[config.mk]
export PLATFORM = sky130hd
export DESIGN_NAME = fmx_exec
export DESIGN_NICKNAME = d
export VERILOG_FILES = /design/src/fmx_pkg.sv /design/src/fmx_exec.sv
export VERILOG_INCLUDE_DIRS = /design/src
export SDC_FILE = /design/constraint.sdc
export NUM_CORES = 2
export LEC_CHECK = 0
export BUFFER_PORTS_ARGS = -buffer_cell sky130_fd_sc_hd__buf_2
export CAP_MARGIN = 20
export CORE_MARGIN = 2
export CORE_UTILIZATION = 65
export CTS_BUF_LIST = sky130_fd_sc_hd__clkbuf_4
export CTS_CLUSTER_DIAMETER = 150
export DETAILED_ROUTE_END_ITERATION = 7
export GPL_ROUTABILITY_DRIVEN = 0
export PLACE_DENSITY = 0.82
export SLEW_MARGIN = 15
export SYNTH_ARGS = -nofsm -noshare
export SYNTH_HDL_FRONTEND = slang
export SYNTH_SLANG_ARGS = --single-unit
export TNS_END_PERCENT = 50
[constraint.sdc]
create_clock -name ref_clk -period 18.2 [get_ports ref_clk]
set_input_delay 1.82 -clock ref_clk [delete_from_list [all_inputs] [get_ports ref_clk]]
set_output_delay 1.82 -clock ref_clk [all_outputs]
set_load 0.005 [all_outputs]
[src/fmx_defines.svh]
`ifndef FMX_DEFINES_SVH
`define FMX_DEFINES_SVH
// Contract
// - OR working register with addressed file (0..127); zero flag from result.
// - Destination bit 0 writes working register, 1 writes addressed file back.
// - Move-file copies file unchanged to chosen destination, file may rewrite itself.
// - Move-file updates zero flag from moved value, allowing non-destructive test.
// - Store-working copies working register to file, leaves every flag unchanged.
// - Rotate-left through carry: old carry into bit 0, old bit 7 out.

// ----------------------------------------------------------------
// Register byte offsets
// ----------------------------------------------------------------
`define FMX_OFF_INSTR  12'h000
`define FMX_OFF_WORK   12'h004
`define FMX_OFF_STATUS 12'h008
`define FMX_OFF_PC     12'h00c
`define FMX_OFF_STACK  12'h010
`define FMX_OFF_GIE    12'h014
`define FMX_FILE_BASE  3'h1
// ----------------------------------------------------------------
// Field positions and reset values
// ----------------------------------------------------------------
`define FMX_INSTR_D    7
`define FMX_INSTR_OPLO 8
`define FMX_INSTR_OPHI 10
`define FMX_STAT_C     0
`define FMX_STAT_Z     2
`define FMX_RST_BYTE   8'h00
`define FMX_RST_INSTR  11'h000
`endif

[src/fmx_pkg.sv]
package fmx_pkg;
  // Sequencer states, one-hot
  typedef enum logic [1:0] {
    FMX_IDLE = 2'b01,
    FMX_EXEC = 2'b10
  } fmx_state_t;
  // Operation codes carried in the instruction register
  typedef enum logic [2:0] {
    or_working_into_file      = 3'h0,
    store_working_to_file     = 3'h1,
    move_file_to_dest         = 3'h2,
    rotate_left_through_carry = 3'h3,
    return_from_interrupt_op  = 3'h4,
    FMX_OP_NONE               = 3'h7
  } fmx_op_t;
endpackage : fmx_pkg

[src/fmx_exec.sv]
`timescale 1ns/1ps
`include "fmx_defines.svh"
module fmx_exec
  import fmx_pkg::*;
#(
  parameter int PC_W       = 13,
  parameter int FILE_DEPTH = 128
) (
  // Clock and reset
  input  wire logic            ref_clk,
  input  wire logic            rstn,
  // Avalon-MM slave
  input  wire logic [11:0]     avs_address,
  input  wire logic            avs_read,
  input  wire logic            avs_write,
  input  wire logic [31:0]     avs_writedata,
  output logic      [31:0]     avs_readdata,
  output logic                 avs_waitrequest,
  // Core state
  output logic      [PC_W-1:0] pcOut,
  output logic                 globalIntEnable,
  output logic                 execBusy
);

  // ----------------------------------------------------------------
  // Decode helpers
  // ----------------------------------------------------------------
  // Word address match on one register offset
  function automatic logic isOff(input logic [11:0] a, input logic [11:0] o);
    isOff = (a[11:2] == o[11:2]);
  endfunction : isOff

  // Ops that write a selectable destination
  function automatic logic hasDest(input fmx_op_t o);
    hasDest = (o == or_working_into_file) || (o == move_file_to_dest) ||
              (o == rotate_left_through_carry);
  endfunction : hasDest

  // ----------------------------------------------------------------
  // State
  // ----------------------------------------------------------------
  fmx_state_t      state_ff;
  fmx_state_t      nxt_state;
  logic [10:0]     instr_ff;
  logic [7:0]      workReg_ff;
  logic            carry_ff;
  logic            zero_ff;
  logic [PC_W-1:0] pc_ff;
  logic [PC_W-1:0] stackTop_ff;
  logic            gie_ff;
  logic            phase_ff;
  logic [31:0]     rdata_ff;
  logic [7:0]      fileMem [FILE_DEPTH];

  // ----------------------------------------------------------------
  // Bus decode
  // ----------------------------------------------------------------
  wire        stIdle   = (state_ff == FMX_IDLE);
  wire        stExec   = (state_ff == FMX_EXEC);
  wire        busReq   = avs_read | avs_write;
  // Two-cycle answer: first cycle fetches read data, second acks
  wire        busAck   = busReq & stIdle & phase_ff;
  wire        wAcc     = avs_write & busAck;
  wire        hitInstr = isOff(avs_address, `FMX_OFF_INSTR);
  wire        hitWork  = isOff(avs_address, `FMX_OFF_WORK);
  wire        hitStat  = isOff(avs_address, `FMX_OFF_STATUS);
  wire        hitPc    = isOff(avs_address, `FMX_OFF_PC);
  wire        hitStack = isOff(avs_address, `FMX_OFF_STACK);
  wire        hitGie   = isOff(avs_address, `FMX_OFF_GIE);
  wire        hitFile  = (avs_address[11:9] == `FMX_FILE_BASE);
  wire [6:0]  busIdx   = avs_address[8:2];
  wire [7:0]  statByte = (8'(carry_ff) << `FMX_STAT_C) | (8'(zero_ff) << `FMX_STAT_Z);

  // Read mux; unmapped words read as zero
  wire [31:0] rdMux =
    hitInstr ? {21'h000000, instr_ff} :
    hitWork  ? {24'h000000, workReg_ff} :
    hitStat  ? {24'h000000, statByte} :
    hitPc    ? 32'(pc_ff) :
    hitStack ? 32'(stackTop_ff) :
    hitGie   ? {31'h00000000, gie_ff} :
    hitFile  ? {24'h000000, fileMem[busIdx]} : 32'h00000000;

  assign avs_waitrequest = busReq & ~busAck;
  assign avs_readdata    = rdata_ff;
  assign pcOut           = pc_ff;
  assign globalIntEnable = gie_ff;
  assign execBusy        = stExec;

  // ----------------------------------------------------------------
  // Datapath
  // ----------------------------------------------------------------
  wire [6:0]  fAddr   = instr_ff[6:0];
  wire        dSel    = instr_ff[`FMX_INSTR_D];
  wire fmx_op_t op    = fmx_op_t'(instr_ff[`FMX_INSTR_OPHI:`FMX_INSTR_OPLO]);
  wire [7:0]  opnd    = fileMem[fAddr];
  wire [7:0]  orRes   = workReg_ff | opnd;
  wire [7:0]  rlRes   = {opnd[6:0], carry_ff};
  wire [7:0]  result  = (op == or_working_into_file) ? orRes :
                        (op == rotate_left_through_carry) ? rlRes :
                        opnd;
  // Destination select
  wire        wrWork  = stExec & hasDest(op) & ~dSel;
  wire        wrFile  = stExec & ((hasDest(op) & dSel) |
                        (op == store_working_to_file));
  wire [7:0]  fileVal = (op == store_working_to_file) ? workReg_ff : result;
  // Flags: only OR and move touch zero, only rotate touches carry
  wire        updZ    = stExec & ((op == or_working_into_file) |
                        (op == move_file_to_dest));
  wire        updC    = stExec & (op == rotate_left_through_carry);
  wire        doRet   = stExec & (op == return_from_interrupt_op);

  // ----------------------------------------------------------------
  // Sequencer
  // ----------------------------------------------------------------
  // Instruction write starts one execute cycle; bus stalls meanwhile
  always_comb begin
    case (state_ff)
      FMX_IDLE: nxt_state = (wAcc & hitInstr) ? FMX_EXEC : FMX_IDLE;
      FMX_EXEC: nxt_state = FMX_IDLE;
      default:  nxt_state = FMX_IDLE;
    endcase
  end

  always_ff @(posedge ref_clk or negedge rstn) begin
    if (!rstn) begin
      state_ff <= FMX_IDLE;
    end else begin
      state_ff <= nxt_state;
    end
  end

  // Bus phase and registered read data
  always_ff @(posedge ref_clk or negedge rstn) begin
    if (!rstn) begin
      phase_ff <= 1'b0;
      rdata_ff <= 32'h00000000;
    end else begin
      phase_ff <= busReq & stIdle & ~phase_ff;
      if (avs_read & stIdle & ~phase_ff) begin
        rdata_ff <= rdMux;
      end
    end
  end

  // Instruction register
  always_ff @(posedge ref_clk or negedge rstn) begin
    if (!rstn) begin
      instr_ff <= `FMX_RST_INSTR;
    end else if (wAcc & hitInstr) begin
      instr_ff <= avs_writedata[10:0];
    end
  end

  // Working register: bus writes only land while idle
  always_ff @(posedge ref_clk or negedge rstn) begin
    if (!rstn) begin
      workReg_ff <= `FMX_RST_BYTE;
    end else if (wrWork) begin
      workReg_ff <= result;
    end else if (wAcc & hitWork) begin
      workReg_ff <= avs_writedata[7:0];
    end
  end

  // Status flags
  always_ff @(posedge ref_clk or negedge rstn) begin
    if (!rstn) begin
      zero_ff  <= 1'b0;
      carry_ff <= 1'b0;
    end else begin
      if (updZ) begin
        zero_ff <= (result == 8'h00);
      end else if (wAcc & hitStat) begin
        zero_ff <= avs_writedata[`FMX_STAT_Z];
      end
      if (updC) begin
        carry_ff <= opnd[7];
      end else if (wAcc & hitStat) begin
        carry_ff <= avs_writedata[`FMX_STAT_C];
      end
    end
  end

  // Program counter, stack top and interrupt enable
  always_ff @(posedge ref_clk or negedge rstn) begin
    if (!rstn) begin
      pc_ff       <= '0;
      stackTop_ff <= '0;
      gie_ff      <= 1'b0;
    end else begin
      if (doRet) begin
        pc_ff  <= stackTop_ff;
        gie_ff <= 1'b1;
      end else if (wAcc & hitGie) begin
        gie_ff <= avs_writedata[0];
      end
      if (wAcc & hitStack) begin
        stackTop_ff <= avs_writedata[PC_W-1:0];
      end
    end
  end

  // File registers have no reset; execute and bus never overlap
  always_ff @(posedge ref_clk) begin
    if (wrFile) begin
      fileMem[fAddr] <= fileVal;
    end else if (wAcc & hitFile) begin
      fileMem[busIdx] <= avs_writedata[7:0];
    end
  end

  // ----------------------------------------------------------------
  // Assertions
  // ----------------------------------------------------------------
  property p_or_work;
    @(posedge ref_clk) disable iff (!rstn)
    stExec && op == or_working_into_file && !dSel |=>
      workReg_ff == $past(orRes) && zero_ff == ($past(orRes) == 8'h00);
  endproperty
  a_or_work: assert property (p_or_work) else $error("OR result wrong");

  property p_or_file;
    @(posedge ref_clk) disable iff (!rstn)
    stExec && op == or_working_into_file && dSel |=>
      fileMem[$past(fAddr)] == $past(orRes) && $stable(workReg_ff);
  endproperty
  a_or_file: assert property (p_or_file) else $error("OR dest wrong");

  property p_one_exec;
    @(posedge ref_clk) disable iff (!rstn)
    wAcc && hitInstr |=> stExec ##1 stIdle;
  endproperty
  a_one_exec: assert property (p_one_exec) else $error("Exec not one cycle");

  property p_move_file_to_dest_self;
    @(posedge ref_clk) disable iff (!rstn)
    stExec && op == move_file_to_dest && dSel |=>
      fileMem[$past(fAddr)] == $past(opnd) && $stable(workReg_ff);
  endproperty
  a_move_file_to_dest_self: assert property (p_move_file_to_dest_self) else $error("Move altered file");

  property p_move_file_to_dest_zero;
    @(posedge ref_clk) disable iff (!rstn)
    stExec && op == move_file_to_dest |=>
      zero_ff == ($past(opnd) == 8'h00) && $stable(carry_ff);
  endproperty
  a_move_file_to_dest_zero: assert property (p_move_file_to_dest_zero) else $error("Move zero wrong");

  property p_store;
    @(posedge ref_clk) disable iff (!rstn)
    stExec && op == store_working_to_file |=>
      fileMem[$past(fAddr)] == $past(workReg_ff) && $stable(statByte);
  endproperty
  a_store: assert property (p_store) else $error("Store wrong");

  property p_rotate;
    @(posedge ref_clk) disable iff (!rstn)
    stExec && op == rotate_left_through_carry && !dSel |=>
      carry_ff == $past(opnd[7]) && workReg_ff == $past(rlRes) &&
      $stable(zero_ff);
  endproperty
  a_rotate: assert property (p_rotate) else $error("Rotate wrong");

  property p_or_flags;
    @(posedge ref_clk) disable iff (!rstn)
    stExec && op == or_working_into_file && dSel |=>
      zero_ff == ($past(orRes) == 8'h00) && $stable(carry_ff);
  endproperty
  a_or_flags: assert property (p_or_flags) else $error("OR flags wrong");

  property p_move_file_to_dest_work;
    @(posedge ref_clk) disable iff (!rstn)
    stExec && op == move_file_to_dest && !dSel |=>
      workReg_ff == $past(opnd) && fileMem[$past(fAddr)] == $past(opnd);
  endproperty
  a_move_file_to_dest_work: assert property (p_move_file_to_dest_work) else $error("Move to work wrong");

  property p_rot_file;
    @(posedge ref_clk) disable iff (!rstn)
    stExec && op == rotate_left_through_carry && dSel |=>
      fileMem[$past(fAddr)] == $past(rlRes) && carry_ff == $past(opnd[7]) &&
      $stable(workReg_ff) && $stable(zero_ff);
  endproperty
  a_rot_file: assert property (p_rot_file) else $error("Rotate dest wrong");

  property p_return;
    @(posedge ref_clk) disable iff (!rstn)
    stExec && op == return_from_interrupt_op |=>
      pc_ff == $past(stackTop_ff) && gie_ff && $stable(statByte);
  endproperty
  a_return: assert property (p_return) else $error("Return wrong");

  // Main scenarios
  c_or_file: cover property (@(posedge ref_clk) disable iff (!rstn)
    stExec && op == or_working_into_file && dSel);
  c_move_file_to_dest_test: cover property (@(posedge ref_clk) disable iff (!rstn)
    stExec && op == move_file_to_dest && dSel);
  c_rot_cy: cover property (@(posedge ref_clk) disable iff (!rstn)
    stExec && op == rotate_left_through_carry && opnd[7]);
  c_return: cover property (@(posedge ref_clk) disable iff (!rstn)
    stExec && op == return_from_interrupt_op && !gie_ff);

endmodule : fmx_exec

# After elaboration in Yosys (flattened, before gate mapping)
# Memories as Yosys holds them, arrays and structs flattened.
# Cells that the tools add are included.
[classes]
n_eq_ne = 12
mux = 28
bitwise = 28
n_reduce_logical = 10
[op_table]
columns = ["op", "count"]
rows = [
  ["two-way mux 13 bit", 5],
  ["two-way mux 8 bit", 8],
  ["bitwise AND 1 bit", 20],
  ["== test 10 x 2 -> 1 bit (second input constant)", 2],
  ["== test 10 x 3 -> 1 bit (second input constant)", 2],
  ["two-way mux 1 bit", 12],
  ["== test 10 x 1 -> 1 bit (second input constant)", 1],
  ["zero test 10 bit", 1],
  ["zero test 8 bit", 1],
  ["bitwise OR 8 bit", 1],
  ["nonzero test 2 bit", 4],
  ["OR reduction 8 bit", 1],
  ["two-way mux 7 bit", 1],
  ["== test 3 x 1 -> 1 bit (second input constant)", 2],
  ["== test 3 x 2 -> 1 bit (second input constant)", 2],
  ["two-way mux 2 bit", 2],
  ["== test 3 bit (second input constant)", 1],
  ["zero test 3 bit", 1],
  ["NOT 1 bit", 3],
  ["bitwise OR 1 bit", 3],
  ["bitwise OR 1 x 3 -> 3 bit", 1],
  ["== test 2 x 1 -> 1 bit (second input constant)", 1],
  ["== test 2 bit (second input constant)", 1],
  ["logical OR 1 bit", 2],
]
[word_totals]
regBits = 83
ramBits = 1024
inputBits = 48
output_inout_bits = 48
word_cells = 89
mem_count = 1
[mem_list]
columns = ["memory", "words", "word_bits", "rd", "rd_ports_with_merged_regs", "wr", "line_no", "text"]
rows = [
  ["fileMem", 128, 8, 2, 0, 1, "fmx_exec.sv:53", "logic [7:0] fileMem [FILE_DEPTH];"],
]

# Logic depth before layout (Yosys ltp)
[depth]
word_depth = 10
ltp_mapped = 15
mapped_depth_nobuf = 9

# Worst setup path before layout
# Ideal clock, no wire load.
[synth_timing]
kind = "input port to flip-flop"
startpoint = "input avs_address[11]"
endpoint = "memory fileMem[0][4], data pin"
setup_time_ns = 1.197
arrival_time_ns = 7.522
path_slack_ns = 9.481
cell_stages = 6
path_cell_list = "nor2_1 nand2_1 nor2_1 clkbuf_1 clkbuf_1 o21ai_0"
[synth_between]
elab_chain_cells = 7
[synth_lines]
columns = ["item", "line_no", "text"]
rows = [
  ["from (decl)", "fmx_exec.sv:13", "input wire logic [11:0] avs_address,"],
  ["== test 3 x 1 -> 1 bit (no line)", "-", ""],
  ["bitwise AND 1 bit", "fmx_exec.sv:208", "end else if (wAcc & hitFile) begin"],
  ["two-way mux 1 bit", "fmx_exec.sv:208", ""],
  ["two-way mux 1 bit", "fmx_exec.sv:206", "if (wrFile) begin"],
  ["two-way mux 1 bit (not written as such)", "fmx_exec.sv:209", "fileMem[busIdx] <= avs_writedata[7:0];"],
  ["OR reduction 8 bit (no line)", "-", ""],
  ["two-way mux 8 bit (no line)", "-", ""],
  ["to (decl)", "fmx_exec.sv:53", ""],
]
# No other way between the ends.

# Final worst setup path
[layout_timing]
startpoint = "register instr_ff[0]"
endpoint = "memory fileMem[62][0], data pin"
[layout_between]
elab_chain_cells = 5
[layout_lines]
columns = ["item", "line_no", "text"]
rows = [
  ["from (decl)", "fmx_exec.sv:44", "logic [10:0] instr_ff;"],
  ["from (signal assigned)", "fmx_exec.sv:149", "instr_ff <= `FMX_RST_INSTR;"],
  ["from (signal assigned)", "fmx_exec.sv:151", "instr_ff <= avs_writedata[10:0];"],
  ["memory (128 x 8 bit) (*)", "-", ""],
  ["two-way mux 8 bit / bitwise OR 8 bit (equally long branches)", "fmx_exec.sv:100, fmx_exec.sv:97", ""],
  ["two-way mux 8 bit (*)", "fmx_exec.sv:99", "wire [7:0] result = (op == or_working_into_file) ? orRes :"],
  ["two-way mux 8 bit (*)", "fmx_exec.sv:106", "wire [7:0] fileVal = (op == store_working_to_file) ? workReg_ff : result;"],
  ["two-way mux 8 bit (no line) (*)", "-", ""],
]
# Mark *: on every way between the ends. The rest lies on a longest branch, timed or not.

==> out/qor.txt <==
run status: finished with violations
violated checks: design-rule violations
source-to-sink clock delay at the later pin of the worst-skew pair: 1160 ps
detailed-route via count: 31300
maximum root-to-sink buffer count: 4
worst flop-to-flop path startpoint: instr_ff[0]$_DFFE_PN0P_
hold buffers post-CTS: 0
utilization after layout: 0.711
Iter 0 DRT Violations: 5191
iteration count of the initial detailed-routing pass: 8
global-route wire length before repair: 210000 um
setup repair after global routing missed its margin: false
arrival time at the worst endpoint: 7950 ps
max-slew violations: 0
XOR/XNOR share of the synthesized area: 0
Final Cell Area: 0.0560 mm^2
largest fanout on the critical path: 107
die boundary width: 286 um
Most used DFF post-synth: edfxtp_1
kind of capture point of the worst setup path: flop
critical path data required time: 18990 ps
Max Clk Rate: 140 MHz
leakage power summed over all cells: 17.6 nW
ranking of synthesized cells by instance count: 1024 x edfxtp_1, 565 x mux4_2, 174 x nor2_1
layer with the highest usage: met2
final count of hold timing violations: 0
FFs w/ async S/R, synth: 0.0588
pin count of the biggest net entering global routing: 129
leading post-synthesis cells by cell area: edfxtp_1 60%, mux4_2 25%, dfrtp_1 3.1%, mux2i_1 2.4%, nor2_1 1.3%
cts repair resizes: 0
main combinational cell family by area after synthesis: multiplexers
VDD IR max: 0.0640 mV
post-synthesis cell area: 0.0516 mm^2
synthesized area per cell: 19.1 um^2
Total Wirelength: 145000 um
synth-to-layout area growth: 8.63%
global-route met2 utilization: 0.543
drt wl/cell: 35.1 um
type of the worst setup path: reg2reg
MaxCap Viol Count: 0
global route overflow: 0
count of non-filler cells in the finished layout: 4120
Cell Count Post-Placement: 3650
Max stage delay cell, worst path: dfrtp_4
met3 capacity usage during global routing: 0.119
die area: 0.0816 mm^2
antenna violations before repair: 8
Num CTS Buffers: 287
placement-stage worst setup slack: 11160 ps
portion of netlist area occupied by mux cells: 0.282
top-level port count: 96
Residual DRC: 4
power density over the cells: 88.4 mW/mm^2
total of buffers placed on input and output ports: 55
master cell of the clock root buffer: clkbuf_4
total global-route track usage: 0.361
end point of the most critical hold path: phase_ff$_DFF_PN0_
synthesized-area fraction occupied by ao, oa, aoi and oai cells: 0.0312
final worst-path setup slack: 11030 ps
share of the yosys chip area belonging to registers: 0.628
synthesis-stage register bit count: 1088
largest incremental delay on the critical path: 760 ps
number of rows created at floorplan: 103
Core Box Area: 0.0787 mm^2
Slew @ Worst Pin: 1330 ps
height of the die: 286 um
Hold WC Path Type: reg2reg
Yosys warning count: 0
Slew HR: 0.0993
number of sinks driven by the clock tree: 1088
Post-Synth Adder-Cell Area: 0
Placement Cell Area: 0.0526 mm^2
final setup skew: 98.4 ps
number of buffers inserted by post-CTS setup repair: 0
filler instances: 4614
cell with the most instances after synthesis: edfxtp_1
area share of the leading cell type in the synthesized netlist: 0.596
most frequent cell on the critical path: buf_4
TritonCTS clock tree: done
Worst R2R End: fileMem[62][0]$_DFFE_PP_
H-tree levels: 5
biggest area consumer among synthesized cells: edfxtp_1
total power consumption of the routed design: 4.95 mW
final-layout setup total negative slack: 0 ps
Critical Path, Cell by Cell: buf_12 > buf_12 > buf_4 > mux4_2 > o22ai_1 > a211oi_1 > a22oi_1 > o21ai_0 > o2bb2ai_1 > mux2i_1 > a21oi_4 > buf_4 > buf_4
clock edge transition at the registers on the reported setup and hold paths: 60 ps
layout cell share with drive strength beyond 1: 0.381
number of synthesized flops with an enable pin: 1024
count of different cell masters after synthesis: 64
total buffers and inverters traversed by the critical path: 5
startpoint type of the worst setup path: flop
setup slack of the worst register-to-register path: 11030 ps
synthesized netlist cell count: 2697
hpwl dp: 91100 um
number of endpoints failing setup at the final stage: 0
length in cells of the worst reg-to-reg path: 13
vias in the first global route: 31900
fraction of the mapped netlist area in simple logic gates: 0.0350
Final Hold Slack: 451 ps
hold path start: phase_ff$_DFF_PN0_
final period demand of the worst path: 7170 ps
starting utilization of the core area: 0.655
post-route fraction of the period consumed by the critical path: 0.394
number of nets in the finished design: 2950
via density per instance: 7.61
remaining antenna violation count: 0
met1 GRT Util: 0.471
family with the most delay on the worst path: buffers and inverters
cell depth of the worst hold path: 1
==> worst max path at each step <==
stage / from / depth (start not counted) / endpoint / slack [ps]
3_3_place_gp: avs_address[2] / 11 / avs_readdata[2]$_DFFE_PN0P_ / 11190
5_1_grt: instr_ff[0]$_DFFE_PN0P_ / 14 / fileMem[72][5]$_DFFE_PP_ / 10620
2_1_floorplan: avs_address[11] / 6 / fileMem[0][4]$_DFFE_PP_ / 9480
6_report: instr_ff[0]$_DFFE_PN0P_ / 13 / fileMem[62][0]$_DFFE_PP_ / 11030
4_1_cts: instr_ff[0]$_DFFE_PN0P_ / 14 / fileMem[106][5]$_DFFE_PP_ / 11260
3_5_place_dp: avs_address[2] / 11 / avs_readdata[2]$_DFFE_PN0P_ / 11160
==> registers in the layout (all words and copies together) (netlist names) <==
name / flops
avs_readdata: 13
instr_ff: 11
globalIntEnable: 1
pcOut: 13
fileMem: 1024
carry_ff: 1
state_ff: 2
phase_ff: 1
workReg_ff: 8
zero_ff: 1
stackTop_ff: 13
==> metal layers <==
metal  routed length [um]  part of all wire
met1                46900              0.32
met2                67500              0.47
met3                20400              0.14
met4                 9880             0.068
met5                   63           0.00044
==> cell type report <==
| class | instances | area, um^2 | share of cell area |
|---|---|---|---|
| sequential | 1088 | 32400 | 0.578 |
| multi-input combinational | 1392 | 18100 | 0.324 |
| clock buffer | 392 | 2940 | 0.0526 |
| tap | 1050 | 1310 | 0.0235 |
| timing repair buffer | 117 | 880 | 0.0157 |
| clock inverter | 56 | 270 | 0.00483 |
| inverter | 16 | 62.6 | 0.00112 |
| antenna | 9 | 22.5 | 0.000402 |
==> power breakdown <==
group          switching, mW  internal (mW)  leakage, nW
clock network          0.967           1.01         1.95
logic                  0.146          0.105         5.53
registers            0.00265           2.72         10.1
==> cells in the final DEF (no fill, tap or decap), drive strengths merged, types with 24 or more instances in the layout <==
cell / synthesis / layout
a22oi: 33 / 33
buf: 129 / 115
clkbuf: 90 / 394
clkinv: 0 / 48
dfrtp: 63 / 63
edfxtp: 1024 / 1024
mux2: 52 / 52
mux2i: 125 / 125
mux4: 565 / 565
nand2: 87 / 87
nand3: 24 / 24
nor2: 174 / 174
o21ai: 59 / 59
o22ai: 42 / 42
==> cell families after synthesis <==
kind of cell           count (synthesis)
other                                  1
AND/OR/NAND/NOR                      390
AO/OA/AOI/OAI                        241
buffers and inverters                235
multiplexers                         742
flip-flops                          1088
No activity file was read; power rests on OpenSTA's default activity.
